## config.mk

```make
export PLATFORM = sky130hd
export DESIGN_NAME = ldd_host
export DESIGN_NICKNAME = d
export VERILOG_FILES = /design/src/pkg/ldd_host_pkg.sv /design/src/logic/ldd_host.sv
export SDC_FILE = /design/constraint.sdc
export NUM_CORES = 1
export LEC_CHECK = 0
export ABC_AREA = 1
export BUFFER_PORTS_ARGS = -buffer_cell sky130_fd_sc_hd__buf_2
export CAP_MARGIN = 5
export CORE_ASPECT_RATIO = 1.5
export CORE_MARGIN = 2
export CORE_UTILIZATION = 40
export CTS_CLUSTER_DIAMETER = 80
export DETAILED_ROUTE_END_ITERATION = 10
export PLACE_DENSITY = 0.68
export SLEW_MARGIN = 5
export SYNTH_ARGS = -nofsm -noshare
export SYNTH_HDL_FRONTEND = slang
export SYNTH_SLANG_ARGS = --single-unit
```

## constraint.sdc

```tcl
create_clock -name clk_sys -period 2.1 [get_ports clk_sys]
set_input_delay 0.42 -clock clk_sys [delete_from_list [all_inputs] [get_ports clk_sys]]
set_output_delay 0.42 -clock clk_sys [all_outputs]
set_load 0.02 [all_outputs]
```

## src/pkg/ldd_host_pkg.sv

```systemverilog
// Package: constants, states and pin bundle of the LED chain host
package ldd_host_pkg;

  // ****************************************************************
  // Register map (AXI4-Lite byte addresses)
  // ****************************************************************
  localparam logic [4:0] ADDR_CMD    = 5'h00;
  localparam logic [4:0] ADDR_TX     = 5'h04;
  localparam logic [4:0] ADDR_RX     = 5'h08;
  localparam logic [4:0] ADDR_STATUS = 5'h0c;
  localparam logic [4:0] ADDR_ONTIME = 5'h10;

  // ****************************************************************
  // Fields and values
  // ****************************************************************
  localparam int          CMD_OP_LSB  = 0;
  localparam int          CMD_CNT_LSB = 2;
  localparam int          CMD_WAKE    = 5;
  localparam logic [1:0]  OP_SHIFT    = 2'h0;
  localparam logic [1:0]  OP_MODE     = 2'h1;
  localparam logic [1:0]  OP_SHOW     = 2'h2;
  localparam logic [2:0]  CNT_LOWCUR  = 3'h3;
  localparam logic [2:0]  CNT_SHUT    = 3'h4;
  localparam logic [2:0]  PULSE_ARM   = 3'h2;
  localparam int          ST_BUSY     = 0;
  localparam int          ST_FLAG     = 1;
  localparam int          ST_ARMED    = 2;
  localparam int          ST_VALID    = 3;
  localparam logic [31:0] ONTIME_RST  = 32'h0000_0014;
  localparam logic [1:0]  RESP_OKAY   = 2'h0;
  localparam logic [1:0]  RESP_DECERR = 2'h3;
  localparam int          BITS_PER_DEV = 8;

  // ****************************************************************
  // Timing: half period of the shift clock
  // ****************************************************************
  localparam int SYS_CLK_NS  = 10;
  localparam int HALF_BIT_NS = 50;
  localparam int HALF_BIT_CY = (HALF_BIT_NS + SYS_CLK_NS - 1) / SYS_CLK_NS;

  // ****************************************************************
  // Types
  // ****************************************************************
  typedef enum logic [3:0] {
    ST_IDLE   = 4'b0000,
    ST_SH_LO  = 4'b0001,
    ST_SH_HI  = 4'b0010,
    ST_LD_HI  = 4'b0011,
    ST_LD_LO  = 4'b0100,
    ST_EM_LD  = 4'b0101,
    ST_EM_LO  = 4'b0110,
    ST_EM_HI  = 4'b0111,
    ST_EM_END = 4'b1000,
    ST_OE_ON  = 4'b1001,
    ST_OE_OFF = 4'b1010
  } ldd_state_t;

  typedef struct packed {
    logic serial_in;
    logic shift_clk;
    logic load_strobe;
    logic output_enable_n;
  } ldd_pins_t;

endpackage : ldd_host_pkg

```

## src/logic/ldd_host.sv

```systemverilog
// Host controller for a chain of serial LED drivers with diagnostics
//
// Contract
// RULE1: Detailed report is only marked valid after a global error mode run.
// RULE2: Driver copies the selected report to its shift register at strobe fall.
// RULE3: Report shifts out with eight clocks per cascaded driver.
// RULE4: New data shifted during read-out loads on the next strobe rise.
// RULE5: Loaded data shows on the outputs when output enable falls.
// RULE6: Temperature report carries each chip's flag in bit 0.
// RULE7: Temperature flag zero marks over-temperature, one is normal.
// RULE8: Open-LED bit is zero only for a lit channel found open.
// RULE9: Shorted-LED report clears shorted channel bits, healthy ones stay one.
// RULE10: Cascade report is one continuous stream without gaps.
// RULE11: Host loads a pattern lighting every channel to be tested.
// RULE12: Host should enter low-current mode before an open-LED test.
// RULE13: Host should enter low-current mode before a shorted-LED test.
// RULE14: Three pulses in error-detection mode select low-current mode.
// RULE15: After strobe fall in low-current mode host may shift all ones.
// RULE16: In low-current mode next enable fall reduces sink current.
// RULE17: Next enable rise restores current; report then readable.
// RULE18: Four pulses in error-detection mode select shutdown or wakeup.
// RULE19: For shutdown host drives serial input low after third pulse rise.
// RULE20: For wakeup host drives serial input high after third pulse.
// RULE21: Driver samples the shutdown bit at the fourth pulse rise.
// RULE22: Each driver passes the shutdown bit down the chain.
// RULE23: Error mode starts at strobe rise with enable high and clock low.
// RULE24: Pulse count selects temperature, open, short, low-current, shutdown.
// RULE25: Driver captures error status at the enable rise.
// RULE26: Data shifts in on clock rise, most significant bit first.
// RULE27: Report leaves in entry order, farthest driver's word first.
`timescale 1ns/1ps

module ldd_host #(
  parameter int N_DEV    = 4,
  parameter int HALF_DIV = ldd_host_pkg::HALF_BIT_CY
) (
  input  wire logic                   clk_sys,
  input  wire logic                   rstn,
  input  wire logic [4:0]             s_axi_awaddr,
  input  wire logic                   s_axi_awvalid,
  output logic                        s_axi_awready,
  input  wire logic [31:0]            s_axi_wdata,
  input  wire logic [3:0]             s_axi_wstrb,
  input  wire logic                   s_axi_wvalid,
  output logic                        s_axi_wready,
  output logic [1:0]                  s_axi_bresp,
  output logic                        s_axi_bvalid,
  input  wire logic                   s_axi_bready,
  input  wire logic [4:0]             s_axi_araddr,
  input  wire logic                   s_axi_arvalid,
  output logic                        s_axi_arready,
  output logic [31:0]                 s_axi_rdata,
  output logic [1:0]                  s_axi_rresp,
  output logic                        s_axi_rvalid,
  input  wire logic                   s_axi_rready,
  output ldd_host_pkg::ldd_pins_t     pins,
  input  wire logic                   serial_out
);

  localparam int NBITS = N_DEV * ldd_host_pkg::BITS_PER_DEV;

  // ****************************************************************
  // Pin input synchroniser
  // ****************************************************************
  logic so_meta;
  logic so_sync;

  always_ff @(posedge clk_sys or negedge rstn)
  begin
    if (!rstn)
    begin
      so_meta <= 1'b1;
      so_sync <= 1'b1;
    end
    else
    begin
      so_meta <= serial_out;
      so_sync <= so_meta;
    end
  end

  // ****************************************************************
  // AXI4-Lite slave
  // ****************************************************************
  logic        aw_held;
  logic        w_held;
  logic [4:0]  aw_addr;
  logic [31:0] w_data;
  logic [3:0]  w_strb;
  logic [1:0]  op;
  logic [2:0]  pulses;
  logic        wake;
  logic [31:0] tx_data;
  logic [31:0] rx_data;
  logic [31:0] on_time;
  logic        busy;
  logic        flag;
  logic        armed;
  logic        rx_valid;
  logic        start;

  wire aw_hs   = s_axi_awvalid && s_axi_awready;
  wire w_hs    = s_axi_wvalid && s_axi_wready;
  wire do_wr   = aw_held && w_held && !s_axi_bvalid;
  wire hit_cmd = aw_addr == ldd_host_pkg::ADDR_CMD;
  wire hit_tx  = aw_addr == ldd_host_pkg::ADDR_TX;
  wire hit_on  = aw_addr == ldd_host_pkg::ADDR_ONTIME;
  wire hit_rx  = aw_addr == ldd_host_pkg::ADDR_RX;
  wire hit_st  = aw_addr == ldd_host_pkg::ADDR_STATUS;
  wire wr_ok   = hit_cmd || hit_tx || hit_on || hit_rx || hit_st;
  // Commands written while a sequence runs are dropped, never queued
  wire cmd_go  = do_wr && hit_cmd && w_strb[0] && !busy;

  wire [31:0] status_word = {28'h0000000, rx_valid, armed, flag, busy};
  wire        rd_cmd = s_axi_araddr == ldd_host_pkg::ADDR_CMD;
  wire        rd_tx  = s_axi_araddr == ldd_host_pkg::ADDR_TX;
  wire        rd_rx  = s_axi_araddr == ldd_host_pkg::ADDR_RX;
  wire        rd_st  = s_axi_araddr == ldd_host_pkg::ADDR_STATUS;
  wire        rd_on  = s_axi_araddr == ldd_host_pkg::ADDR_ONTIME;
  wire        rd_ok  = rd_cmd || rd_tx || rd_rx || rd_st || rd_on;
  wire [31:0] rd_mux = rd_cmd ? {26'h0000000, wake, pulses, op} :
                       rd_tx  ? tx_data :
                       rd_rx  ? rx_data :
                       rd_st  ? status_word :
                       rd_on  ? on_time : 32'h0000_0000;

  assign s_axi_awready = !aw_held && !s_axi_bvalid;
  assign s_axi_wready  = !w_held && !s_axi_bvalid;
  assign s_axi_arready = !s_axi_rvalid;

  always_ff @(posedge clk_sys or negedge rstn)
  begin
    if (!rstn)
    begin
      aw_held      <= 1'b0;
      w_held       <= 1'b0;
      aw_addr      <= 5'h00;
      w_data       <= 32'h0000_0000;
      w_strb       <= 4'h0;
      s_axi_bvalid <= 1'b0;
      s_axi_bresp  <= ldd_host_pkg::RESP_OKAY;
      s_axi_rvalid <= 1'b0;
      s_axi_rdata  <= 32'h0000_0000;
      s_axi_rresp  <= ldd_host_pkg::RESP_OKAY;
    end
    else
    begin
      if (aw_hs)
      begin
        aw_held <= 1'b1;
        aw_addr <= s_axi_awaddr;
      end
      if (w_hs)
      begin
        w_held <= 1'b1;
        w_data <= s_axi_wdata;
        w_strb <= s_axi_wstrb;
      end
      if (do_wr)
      begin
        aw_held      <= 1'b0;
        w_held       <= 1'b0;
        s_axi_bvalid <= 1'b1;
        s_axi_bresp  <= wr_ok ? ldd_host_pkg::RESP_OKAY
                              : ldd_host_pkg::RESP_DECERR;
      end
      else if (s_axi_bready)
        s_axi_bvalid <= 1'b0;
      if (s_axi_arvalid && s_axi_arready)
      begin
        s_axi_rvalid <= 1'b1;
        s_axi_rdata  <= rd_mux;
        s_axi_rresp  <= rd_ok ? ldd_host_pkg::RESP_OKAY
                              : ldd_host_pkg::RESP_DECERR;
      end
      else if (s_axi_rready)
        s_axi_rvalid <= 1'b0;
    end
  end

  // Byte-lane writes of the two data words
  genvar gi;
  generate
    for (gi = 0; gi < 4; gi++)
    begin : g_lane
      always_ff @(posedge clk_sys or negedge rstn)
      begin
        if (!rstn)
        begin
          tx_data[gi*8 +: 8] <= 8'h00;
          on_time[gi*8 +: 8] <= ldd_host_pkg::ONTIME_RST[gi*8 +: 8];
        end
        else if (do_wr && w_strb[gi])
        begin
          if (hit_tx)
            tx_data[gi*8 +: 8] <= w_data[gi*8 +: 8];
          if (hit_on)
            on_time[gi*8 +: 8] <= w_data[gi*8 +: 8];
        end
      end
    end
  endgenerate

  always_ff @(posedge clk_sys or negedge rstn)
  begin
    if (!rstn)
    begin
      op     <= ldd_host_pkg::OP_SHIFT;
      pulses <= 3'h0;
      wake   <= 1'b1;
      start  <= 1'b0;
    end
    else
    begin
      start <= cmd_go;
      if (cmd_go)
      begin
        op     <= w_data[ldd_host_pkg::CMD_OP_LSB +: 2];
        pulses <= w_data[ldd_host_pkg::CMD_CNT_LSB +: 3];
        wake   <= w_data[ldd_host_pkg::CMD_WAKE];
      end
    end
  end

  // ****************************************************************
  // Half-bit divider
  // ****************************************************************
  logic [15:0] div_cnt;
  wire         tick = div_cnt == 16'(HALF_DIV - 1);

  always_ff @(posedge clk_sys or negedge rstn)
  begin
    if (!rstn)
      div_cnt <= 16'h0000;
    else if (tick || start)
      div_cnt <= 16'h0000;
    else
      div_cnt <= div_cnt + 16'h0001;
  end

  // ****************************************************************
  // Pin sequencer
  // ****************************************************************
  ldd_host_pkg::ldd_state_t state;
  logic [5:0]  bit_idx;
  logic [2:0]  pulse_cnt;
  logic [31:0] on_cnt;
  logic [31:0] tx_shift;

  wire last_bit  = bit_idx == 6'(NBITS - 1);
  wire pulses_ok = pulse_cnt == pulses;
  wire on_done   = on_cnt >= on_time;

  assign busy = state != ldd_host_pkg::ST_IDLE || start;

  always_ff @(posedge clk_sys or negedge rstn)
  begin
    if (!rstn)
    begin
      state     <= ldd_host_pkg::ST_IDLE;
      pins      <= '{serial_in: 1'b1, shift_clk: 1'b0,
                     load_strobe: 1'b0, output_enable_n: 1'b1};
      bit_idx   <= 6'h00;
      pulse_cnt <= 3'h0;
      on_cnt    <= 32'h0000_0000;
      tx_shift  <= 32'h0000_0000;
      rx_data   <= 32'h0000_0000;
      flag      <= 1'b1;
      armed     <= 1'b0;
      rx_valid  <= 1'b0;
    end
    else
    begin
      case (state)
        ldd_host_pkg::ST_IDLE:
          if (start)
          begin
            bit_idx   <= 6'h00;
            pulse_cnt <= 3'h0;
            on_cnt    <= 32'h0000_0000;
            if (op == ldd_host_pkg::OP_SHIFT)
            begin
              // Pattern from software; all ones for a full test
              tx_shift       <= tx_data << (32 - NBITS); // RULE11 RULE15
              pins.serial_in <= tx_data[NBITS-1]; // RULE26
              state          <= ldd_host_pkg::ST_SH_LO;
            end
            else if (op == ldd_host_pkg::OP_MODE)
            begin
              pins.shift_clk <= 1'b0; // RULE23
              pins.serial_in <= 1'b1;
              state          <= ldd_host_pkg::ST_EM_LD; // RULE12 RULE13
            end
            else if (op == ldd_host_pkg::OP_SHOW)
            begin
              pins.output_enable_n <= 1'b0; // RULE5 RULE16
              state                <= ldd_host_pkg::ST_OE_ON;
            end
          end
        ldd_host_pkg::ST_SH_LO:
          if (tick)
          begin
            pins.shift_clk <= 1'b1; // RULE26
            // Stream arrives gap-free, farthest word first
            rx_data <= {rx_data[30:0], so_sync}; // RULE3 RULE10 RULE27
            state   <= ldd_host_pkg::ST_SH_HI;
          end
        ldd_host_pkg::ST_SH_HI:
          if (tick)
          begin
            pins.shift_clk <= 1'b0;
            if (last_bit) // RULE3
            begin
              pins.load_strobe <= 1'b1; // RULE4
              state            <= ldd_host_pkg::ST_LD_HI;
            end
            else
            begin
              bit_idx        <= bit_idx + 6'h01;
              tx_shift       <= {tx_shift[30:0], 1'b0};
              pins.serial_in <= tx_shift[30];
              state          <= ldd_host_pkg::ST_SH_LO;
            end
          end
        ldd_host_pkg::ST_LD_HI:
          if (tick)
          begin
            pins.load_strobe <= 1'b0;
            // Captured bits are a report only after a temperature, open or short test selection
            rx_valid <= armed; // RULE1
            armed    <= 1'b0;
            state    <= ldd_host_pkg::ST_LD_LO;
          end
        ldd_host_pkg::ST_LD_LO:
          if (tick)
            state <= ldd_host_pkg::ST_IDLE;
        ldd_host_pkg::ST_EM_LD:
          if (tick)
          begin
            pins.load_strobe <= 1'b1; // RULE23
            state            <= ldd_host_pkg::ST_EM_LO;
          end
        ldd_host_pkg::ST_EM_LO:
          if (tick)
          begin
            if (pulses_ok) // RULE24 RULE14 RULE18
            begin
              // Global flag: zero means some driver reported a fault
              flag             <= so_sync; // RULE7
              pins.load_strobe <= 1'b0; // RULE2
              state            <= ldd_host_pkg::ST_EM_END;
            end
            else
            begin
              pins.shift_clk <= 1'b1; // RULE21
              state          <= ldd_host_pkg::ST_EM_HI;
            end
          end
        ldd_host_pkg::ST_EM_HI:
          if (tick)
          begin
            pins.shift_clk <= 1'b0;
            pulse_cnt      <= pulse_cnt + 3'h1;
            if (pulse_cnt == ldd_host_pkg::PULSE_ARM)
              pins.serial_in <= wake; // RULE19 RULE20
            state <= ldd_host_pkg::ST_EM_LO;
          end
        ldd_host_pkg::ST_EM_END:
          if (tick)
          begin
            pins.serial_in <= 1'b1;
            // Only test selections leave a report to read
            armed <= pulses < ldd_host_pkg::CNT_LOWCUR; // RULE1
            state <= ldd_host_pkg::ST_IDLE;
          end
        ldd_host_pkg::ST_OE_ON:
          if (tick)
          begin
            if (on_done)
            begin
              pins.output_enable_n <= 1'b1; // RULE17 RULE25
              state                <= ldd_host_pkg::ST_OE_OFF;
            end
            else
              on_cnt <= on_cnt + 32'h0000_0001;
          end
        ldd_host_pkg::ST_OE_OFF:
          if (tick)
            state <= ldd_host_pkg::ST_IDLE;
        default:
          state <= ldd_host_pkg::ST_IDLE;
      endcase
    end
  end

endmodule : ldd_host

```

Word-level counts from Yosys, hierarchy flattened
Cells that the tools add are included.

$add $sub $neg: 4. $mul: 0. Div/mod/pow operators: 0. Order comparisons: 2. Equal/unequal tests: 49. Shift-type cells: 0. Multiplexer cells: 73. Bitwise gates (word level): 0. Reduce and logical (&&, ||, !) cells: 68.

Operator list (count): $mux 32 (8); $mux 31 (4); $pmux 32 s2 (1); $pmux 31 s2 (1); $mux 4 (13); $ne 2x2->1 const B (21); $add 32x1->32 const B (1); $ge 32x32->1 (1); $pmux 4 s8 (1); $mux 1 (24); $eq 5x4->1 const B (4); $reduce_and 2->1 (10); $mux 6 (3); $add 16x1->16 const B (1); $eq 16x3->1 const B (1); $eq 4x3->1 const B (4); $mux 16 (1); $reduce_bool 2->1 (8); $logic_and 1x1->1 (14); $mux 2 (7); $reduce_and 7->1 (2); $eq 4x4->1 const B (3); $pmux 6 s2 (1); $reduce_bool 4->1 (3); 34 further kinds (59).

Flip-flop bits (word level): 285. Bits in latches: 0. Bits in writable memories: 0. Bits in read-only memories: 0. Bits of input ports: 54. Output and inout bits: 45. Word-level logic and storage cells: 234. Memories: 0.

Depth between registers and ports, before layout
Gate-level depths: netlist of the first run.

Word-level depth: 6. Mapped depth: 18.

Least setup slack after synthesis of the first run
No wires, ideal clock.

Path type: reg2reg. Start point: register on_time[2]. End point: register on_cnt[3]. Library setup time: 117 ps. Arrival time: 1725 ps. Data required time: 1983 ps. Setup slack: 258 ps. Stages on the path, launching flop included: 18. Buffers on the path: 1. Period minus slack after synthesis: 1842 ps. Cells stage by stage: dfstp_2 > inv_1 > ha_1 > nand2_1 > inv_1 > nand2_1 > nand2_1 > nand2_1 > nand2_1 > nand2_1 > nand2_1 > nand2_1 > nand2_2 > nand2_4 > nand2_4 > buf_6 > nand2_1 > nand2_1.

Word-level cells in the longest chain between the ends: 3.

Ends and longest elaborated chain: start, declared (line ldd_host.sv:95) `logic [31:0] on_time;`; start signal, assigned by index (line ldd_host.sv:191) `on_time[gi*8 +: 8] <= ldd_host_pkg::ONTIME_RST[gi*8 +: 8];`; start signal, assigned by index (line ldd_host.sv:198) `on_time[gi*8 +: 8] <= w_data[gi*8 +: 8];`; $ge 32x32->1 (line ldd_host.sv:252) `wire on_done = on_cnt >= on_time;`; $ne 2x2->1 (no source line); $reduce_and 4->1 (no source line); end signal, assigned (line ldd_host.sv:385) `on_cnt <= on_cnt + 32'h0000_0001;`; end, declared (line ldd_host.sv:247) `logic [31:0] on_cnt;`.

Every way passes these cells. A chain may end at the register's enable or synchronous reset.

Final worst setup path of the first run
Start point: register on_time[14]. End point: register on_cnt[31].

Same word-level chain as after synthesis.

==> results.tsv, run 1 <==
stage	metric	value	unit
grt	global-route wire length before repair	62100	µm
place	placed cell areas	0.0157	mm²
sta	max frequency	480	MHz
worst_setup_path	Buffers & Inverters on Critical Path	2	
power_and_ir_drop	Power Total	20.5	mW
clock_tree	worst skew pair latency	560	ps
die	io pins	99	
detailed_routing	Via Count	12379	
worst_setup_path	WS Path Type	register to register	
layout	highest-count cells in the layout ignoring fill and taps	nand2_1 (420), dfrtp_1 (271), inv_1 (214)	
worst_setup_path	Reg2Reg Launch Point	on_time[14]	
die	initial core utilization	40.5	%
place	IO buf count	98	
grt	largest net degree at the start of global routing	65	
grt	grt total ovfl	0	
detailed_routing	Via density	5.07	
worst_setup_path	Worst path top cell family by delay	simple AND/OR/NAND/NOR gates	
yosys	top_reg_cell synth	dfrtp_1	
hold_path	worst hold path class	primary input to register	
sta	setup violation total in the final timing report	0	
clock_tree	clock tree buffer depth	3	
grt	vias in the first global route	12146	
layout	fin area	0.0172	mm²
worst_setup_path	FF-to-FF path depth	15	
worst_setup_path	Critical Path Stages	15	
die	Std-Cell Rows	84	
worst_setup_path	Worst R2R Setup Slack	20	ps
clock_tree	clock slew at reported path FFs	60	ps
worst_setup_path	critical path arrival	2530	ps
sta	Tcrit/Tclk final	99.1	%
clock_tree	H-Tree Depth	1	
layout	Final #Nets	2042	
yosys	number of synthesized flops with an enable pin	0	
clock_tree	root buf cell	clkbuf_16	
worst_setup_path	CP endpoint	on_cnt[31]	
layout	fin cells	2444	
sta	Period minus WS final	2080	ps
detailed_routing	Pre-antenna DRT Iters	5	
clock_tree	CTS Buf Count	29	
outcome	outcome	finished clean	
sta	Slew headroom	65.9	%
worst_setup_path	Crit path largest cell delay	360	ps
die	Die Ht	235	µm
clock_tree	clk sink count	283	
yosys	Yosys cell types	43	
run	max-cap violation count	0	
yosys	syn nets	1892	
layout	# diodes	0	
worst_setup_path	worst-path fanout max	6	
layout	commonest non-fill, non-tap cell in the layout	nand2_1	
yosys	Mean Syn Cell Area	7.91	µm²
sta	skew final	10.4	ps
yosys	sequential share of the synthesized area	49.8	%
detailed_routing	post-route ant nets	0	
yosys	synth warn	0	
sta	TNS Setup	0	ps
detailed_routing	Iter 0 DRT Violations	875	
sta	Hold WS	55.8	ps
power_and_ir_drop	VDD IR max	734	µV
place	GP Congestion	0.904	
yosys	Async SR Flop Fraction	100	%
place	placed insts	2379	
sta	Worst Max-Slew Pin Slew	505	ps
worst_setup_path	crit path launch	on_time[14]	
worst_setup_path	startpoint class of the critical path	register	
place	DPL Wire Length	27700	µm
worst_setup_path	CP required	2540	ps
yosys	Synth Register Bits	283	
clock_tree	CTS tree	done	
grt	M1 GR Usage	27.7	%
detailed_routing	drt wl/cell	15.7	µm
worst_setup_path	Setup crit end kind	register	
die	Die Wd	158	µm
layout	Layout area overhead	21.1	%
sta	final hold violation count	0	
sta	RSZ-0062 raised after global routing	true	
power_and_ir_drop	Leakage	8.36	nW
layout	share of layout cells above drive strength 1	17.8	%
grt	initial antenna violation count	0	
worst_setup_path	r2r endpoint	on_cnt[31]	
yosys	Post-Synthesis Cells	1800	
grt	GRT busiest layer	met2	
sta	Slew Viols, Final	0	
die	Placeable Area	0.0351	mm²
die	die area	0.0371	mm²
detailed_routing	DRC violations left	0	
yosys	area of the mapped netlist	0.0142	mm²
grt	GR Layer Usage met2	35.2	%
grt	M3 GR Usage	2.14	%
worst_setup_path	Critical-path top delay cell	dfrtp_1	
worst_setup_path	worst-path cell chain	inv_1, ha_1, nand2_1, a21oi_1, nor2_2, nand2_1, nor2_1, nand2_2, nand2_2, nand2_4, nand2_4, nand2_8, clkbuf_16, nand2_4, nand2_2	
power_and_ir_drop	Power Dens Cells	1190	mW/mm²
grt	GRT Util Overall	20.8	%
detailed_routing	total wire length	38300	µm
[Yosys cell counts (4+ instances only)]
cell / number / area, µm²
o21ai_0: 161 / 806
nand2_2: 5 / 31.3
o21ai_1: 31 / 155
nand4_1: 17 / 106
ha_1: 38 / 475
clkbuf_1: 43 / 161
a21oi_1: 63 / 315
inv_2: 6 / 22.5
dfstp_2: 8 / 210
dfrtp_1: 275 / 6880
nand2_1: 480 / 1800
xnor2_1: 11 / 96.3
buf_2: 12 / 60.1
nor3b_1: 4 / 30.0
nor4_1: 5 / 31.3
or2_2: 4 / 25.0
nor3_1: 20 / 100
buf_4: 6 / 45.0
xor2_1: 21 / 184
o21a_1: 30 / 225
o22ai_1: 33 / 206
nand3_1: 67 / 335
mux2_2: 5 / 56.3
inv_1: 220 / 826
nor2_1: 204 / 766
[stage by stage]
step / utilization [%] / setup WS, ps
2_1_floorplan: - / 258
3_3_place_gp: 44.9 / -6.36
3_5_place_dp: 44.9 / -48.7
4_1_cts: 47.8 / 0.0129
5_1_grt: 49.1 / -102
6_report: 49.1 / 18.0
[kinds of logic (layout without fill, tap and decap cells)]
family                     after synthesis  in the layout  synth area share, %
and+or+nand+nor                        819            819                 23.5
buffers and inverters                  291            462                 8.10
xor gates and xnor gates                32             32                 1.97
adders and majority gates               38             38                 3.34
DFF                                    283            283                 49.8
AOI/OAI and AO/OA                      331            331                 12.8
muxes                                    6              6                0.466
[sequential cells by signal, indices dropped and copies added (netlist names), 2 cells and up]
signal and count:
w_data 32, div_cnt 16, tx_shift 31, on_cnt 32, pulse_cnt 3, bit_idx 6
op 2, state 4, s_axi_rdata 32, w_strb 4, pulses 3, pins 4
on_time 32, aw_addr 5, rx_data 32, tx_data 32
[layer usage]
layer / wire length, µm / vias up
li1: - / 6043
met4: 1210 / 0
met3: 1520 / 78
met2: 18900 / 291
met1: 16700 / 5967
met5: 0 / -
[power breakdown]
part,internal (mW),switching [mW]
clock,3.22,2.17
sequential,6.90,0.852
combinational,2.57,4.76
total,12.7,7.78
[area by class of cell]
| cell class | count | area [µm²] |
|---|---|---|
| Fill cell | 3430 | 17900 |
| Sequential cell | 283 | 7100 |
| Multi-Input combinational cell | 1226 | 6310 |
| Timing Repair Buffer | 184 | 1390 |
| Clock buffer | 46 | 880 |
| Inverter | 226 | 848 |
| Tap cell | 473 | 592 |
| Clock inverter | 6 | 113 |
[worst min-delay path by stage]
stage	startpoint	to	slack, ps	depth (start not counted)
2_1_floorplan	rstn	armed	120	0
3_3_place_gp	rstn	w_data[3]	320	1
3_5_place_dp	rstn	w_data[3]	330	1
4_1_cts	s_axi_bready	s_axi_bvalid	40	2
5_1_grt	s_axi_bready	s_axi_bvalid	50	2
6_report	s_axi_bready	s_axi_bvalid	60	2
[timing repair]
action | in CTS | in global routing
setup endpoints to repair | 36 | 65
buffers inserted | 0 | 8
hold endpoints to repair | 32 | 0
gates resized for setup | 3 | 103
pin swaps | 0 | 12
hold buffers | 2 | 0
cloned | 0 | 3
Power figures use the tool's default switching activity.
==> run 2: changes to the inputs <==
==> constraint.sdc (replaced) <==
create_clock -name clk_sys -period 2.1 [get_ports clk_sys]
set_input_delay 0.42 -clock clk_sys [delete_from_list [all_inputs] [get_ports clk_sys]]
set_output_delay 0.42 -clock clk_sys [all_outputs]
set_load 0.05 [all_outputs]
==> run 2 against run 1 <==
Sequential power about the same. Largest power group unchanged. Cell count up 0.25%. Via count fell by 0.56%. Die area unchanged. Power rose by 0.29%. Fmax increased by 3.0%. Critical path depth down 1. Clock power is 0.9% lower. Wire length up 0.78%. Design area down 0.60%. Setup slack better by 61 ps.
==> results.tsv, run 2 (synthesis gave the netlist of run 1 again) <==
stage	metric	value	unit
power_and_ir_drop	Leakage	8.32	nW
detailed_routing	total wire length	38600	µm
worst_setup_path	Buffers & Inverters on Critical Path	3	
sta	setup violation total in the final timing report	0	
grt	vias in the first global route	12125	
clock_tree	CTS tree	done	
clock_tree	clock slew at reported path FFs	70	ps
outcome	outcome	finished clean	
layout	fin area	0.0171	mm²
die	Std-Cell Rows	84	
detailed_routing	Via density	5.02	
die	die area	0.0371	mm²
power_and_ir_drop	VDD IR max	1110	µV
worst_setup_path	Setup crit end kind	register	
die	Die Ht	235	µm
detailed_routing	DRC violations left	0	
sta	Worst Max-Slew Pin Slew	564	ps
detailed_routing	drt wl/cell	15.7	µm
layout	# diodes	0	
layout	share of layout cells above drive strength 1	16.3	%
clock_tree	clock tree buffer depth	3	
grt	global-route wire length before repair	62500	µm
clock_tree	clk sink count	283	
hold_path	worst hold path class	primary input to register	
clock_tree	CTS Buf Count	28	
worst_setup_path	WS Path Type	register to register	
clock_tree	H-Tree Depth	1	
worst_setup_path	Critical-path top delay cell	dfrtp_1	
sta	Tcrit/Tclk final	96.2	%
grt	GRT Util Overall	20.9	%
layout	fin util	48.8	%
hold_path	hold endpoint	s_axi_bvalid	
sta	max frequency	495	MHz
grt	largest net degree at the start of global routing	65	
die	initial core utilization	40.5	%
worst_setup_path	Worst path top cell family by delay	simple AND/OR/NAND/NOR gates	
worst_setup_path	worst-path cell chain	inv_1, ha_1, nand2_1, nor2_1, nand4_1, nor2_1, buf_4, nand2_2, nand2_4, nand2_4, nand2_8, clkbuf_16, nand2_1, nand2_1	
die	Placeable Area	0.0351	mm²
sta	Slew Viols, Final	0	
sta	Period minus WS final	2020	ps
worst_setup_path	FF-to-FF path depth	14	
detailed_routing	Pre-antenna DRT Iters	5	
hold_path	hold path cells	2	
clock_tree	root buf cell	clkbuf_16	
place	IO buf count	98	
detailed_routing	Via Count	12310	
layout	Layout area overhead	20.4	%
die	io pins	99	
detailed_routing	post-route ant nets	0	
sta	Slew headroom	62.3	%
grt	initial antenna violation count	1	
worst_setup_path	Crit path largest cell delay	350	ps
layout	Final #Nets	2048	
worst_setup_path	CP required	2590	ps
worst_setup_path	startpoint class of the critical path	register	
worst_setup_path	critical path arrival	2510	ps
worst_setup_path	most frequent cell on the critical path	nand2_1	
power_and_ir_drop	Power Dens Cells	1200	mW/mm²
sta	skew final	15.0	ps
grt	grt total ovfl	0	
hold_path	HP Start	s_axi_bready	
place	GP Congestion	0.908	
sta	final hold violation count	0	
worst_setup_path	Reg2Reg Launch Point	on_time[23]	
detailed_routing	Iter 0 DRT Violations	930	
run	max-cap violation count	0	
sta	RSZ-0062 raised after global routing	true	
worst_setup_path	worst-path fanout max	6	
clock_tree	worst skew pair latency	560	ps
place	placed cell areas	0.0158	mm²
layout	highest-count cells in the layout ignoring fill and taps	nand2_1 (457), dfrtp_1 (273), inv_1 (213)	
layout	commonest non-fill, non-tap cell in the layout	nand2_1	
worst_setup_path	Worst R2R Setup Slack	80	ps
worst_setup_path	r2r endpoint	on_cnt[16]	
die	Die Wd	158	µm
place	DPL Wire Length	27900	µm
==> run 2: cell count changes in the layout (fill, tap and decap cells not counted), moves of 3 or more <==
cell	before	now
nand2_1	420	457
nand2_2	47	23
nand2_4	19	6
buf_4	65	72
clkbuf_8	9	4
clkinvlp_4	0	3
==> run 2: through the flow <==
stage                     cells  hold WS (ps)  power [mW]  setup TNS, ps  setup slack (ps)
final                      2450          37.5        20.5              0              79.3
after global routing       2450          54.4        21.9           -999             -50.0
after CTS                  2437          20.6        20.0              0              9.33
after global placement     2384           328        14.3              0              47.9
after floorplan            1800           124        12.5              0               183
after detailed placement   2384           331        14.6          -29.4             -12.3
==> run 2: worst max path at each step <==
stage               depth (start not counted)  slack (ps)         end         start
global route                               15         -50  on_cnt[16]    on_time[7]
finish                                     14          80  on_cnt[16]   on_time[23]
detailed placement                         17         -10   on_cnt[4]    on_time[2]
CTS                                        17           9  on_cnt[26]    on_time[2]
floorplan                                   5         180   w_data[0]  s_axi_bvalid
global placement                           15          50  on_cnt[16]    on_time[4]
==> run 2: worst register-to-register path, cell delays in order, from the launching register on <==
cell	delay [ps]
dfrtp_1	350
inv_1	80
ha_1	300
nand2_1	70
nor2_1	160
nand4_1	150
nor2_1	120
buf_4	120
nand2_2	50
nand2_4	90
nand2_4	100
nand2_8	110
clkbuf_16	170
nand2_1	50
nand2_1	60
==> run 2: timing repair <==
action / in CTS / in global routing
cloned: 0 / 3
gates resized for setup: 2 / 53
setup buffers: 0 / 10
pin swaps: 0 / 14
setup endpoints to repair: 26 / 50
hold buffers: 2 / 0
endpoints found under the hold margin: 30 / 0
==> run 2: area by class of cell <==
class                      count  area (µm²)
fill                        3403       18000
sequential                   283        7090
multi-input combinational   1226        6190
timing repair buffer         191        1430
inverter                     226         851
clock buffer                  41         811
tap                          473         592
clock inverter                10         158
==> run 2: metal layers <==
layer / GRT usage, % / up-vias / wire (µm)
li1: - / 6066 / -
met1: 27.7 / 5889 / 16400
met2: 35.8 / 288 / 19300
met3: 2.31 / 65 / 1660
met4: 6.52 / 2 / 1200
met5: 0 / - / 14
==> run 2: power breakdown <==
part	switching [mW]	internal [mW]
sequential	0.857	6.90
clock	2.17	3.16
combinational	4.89	2.55
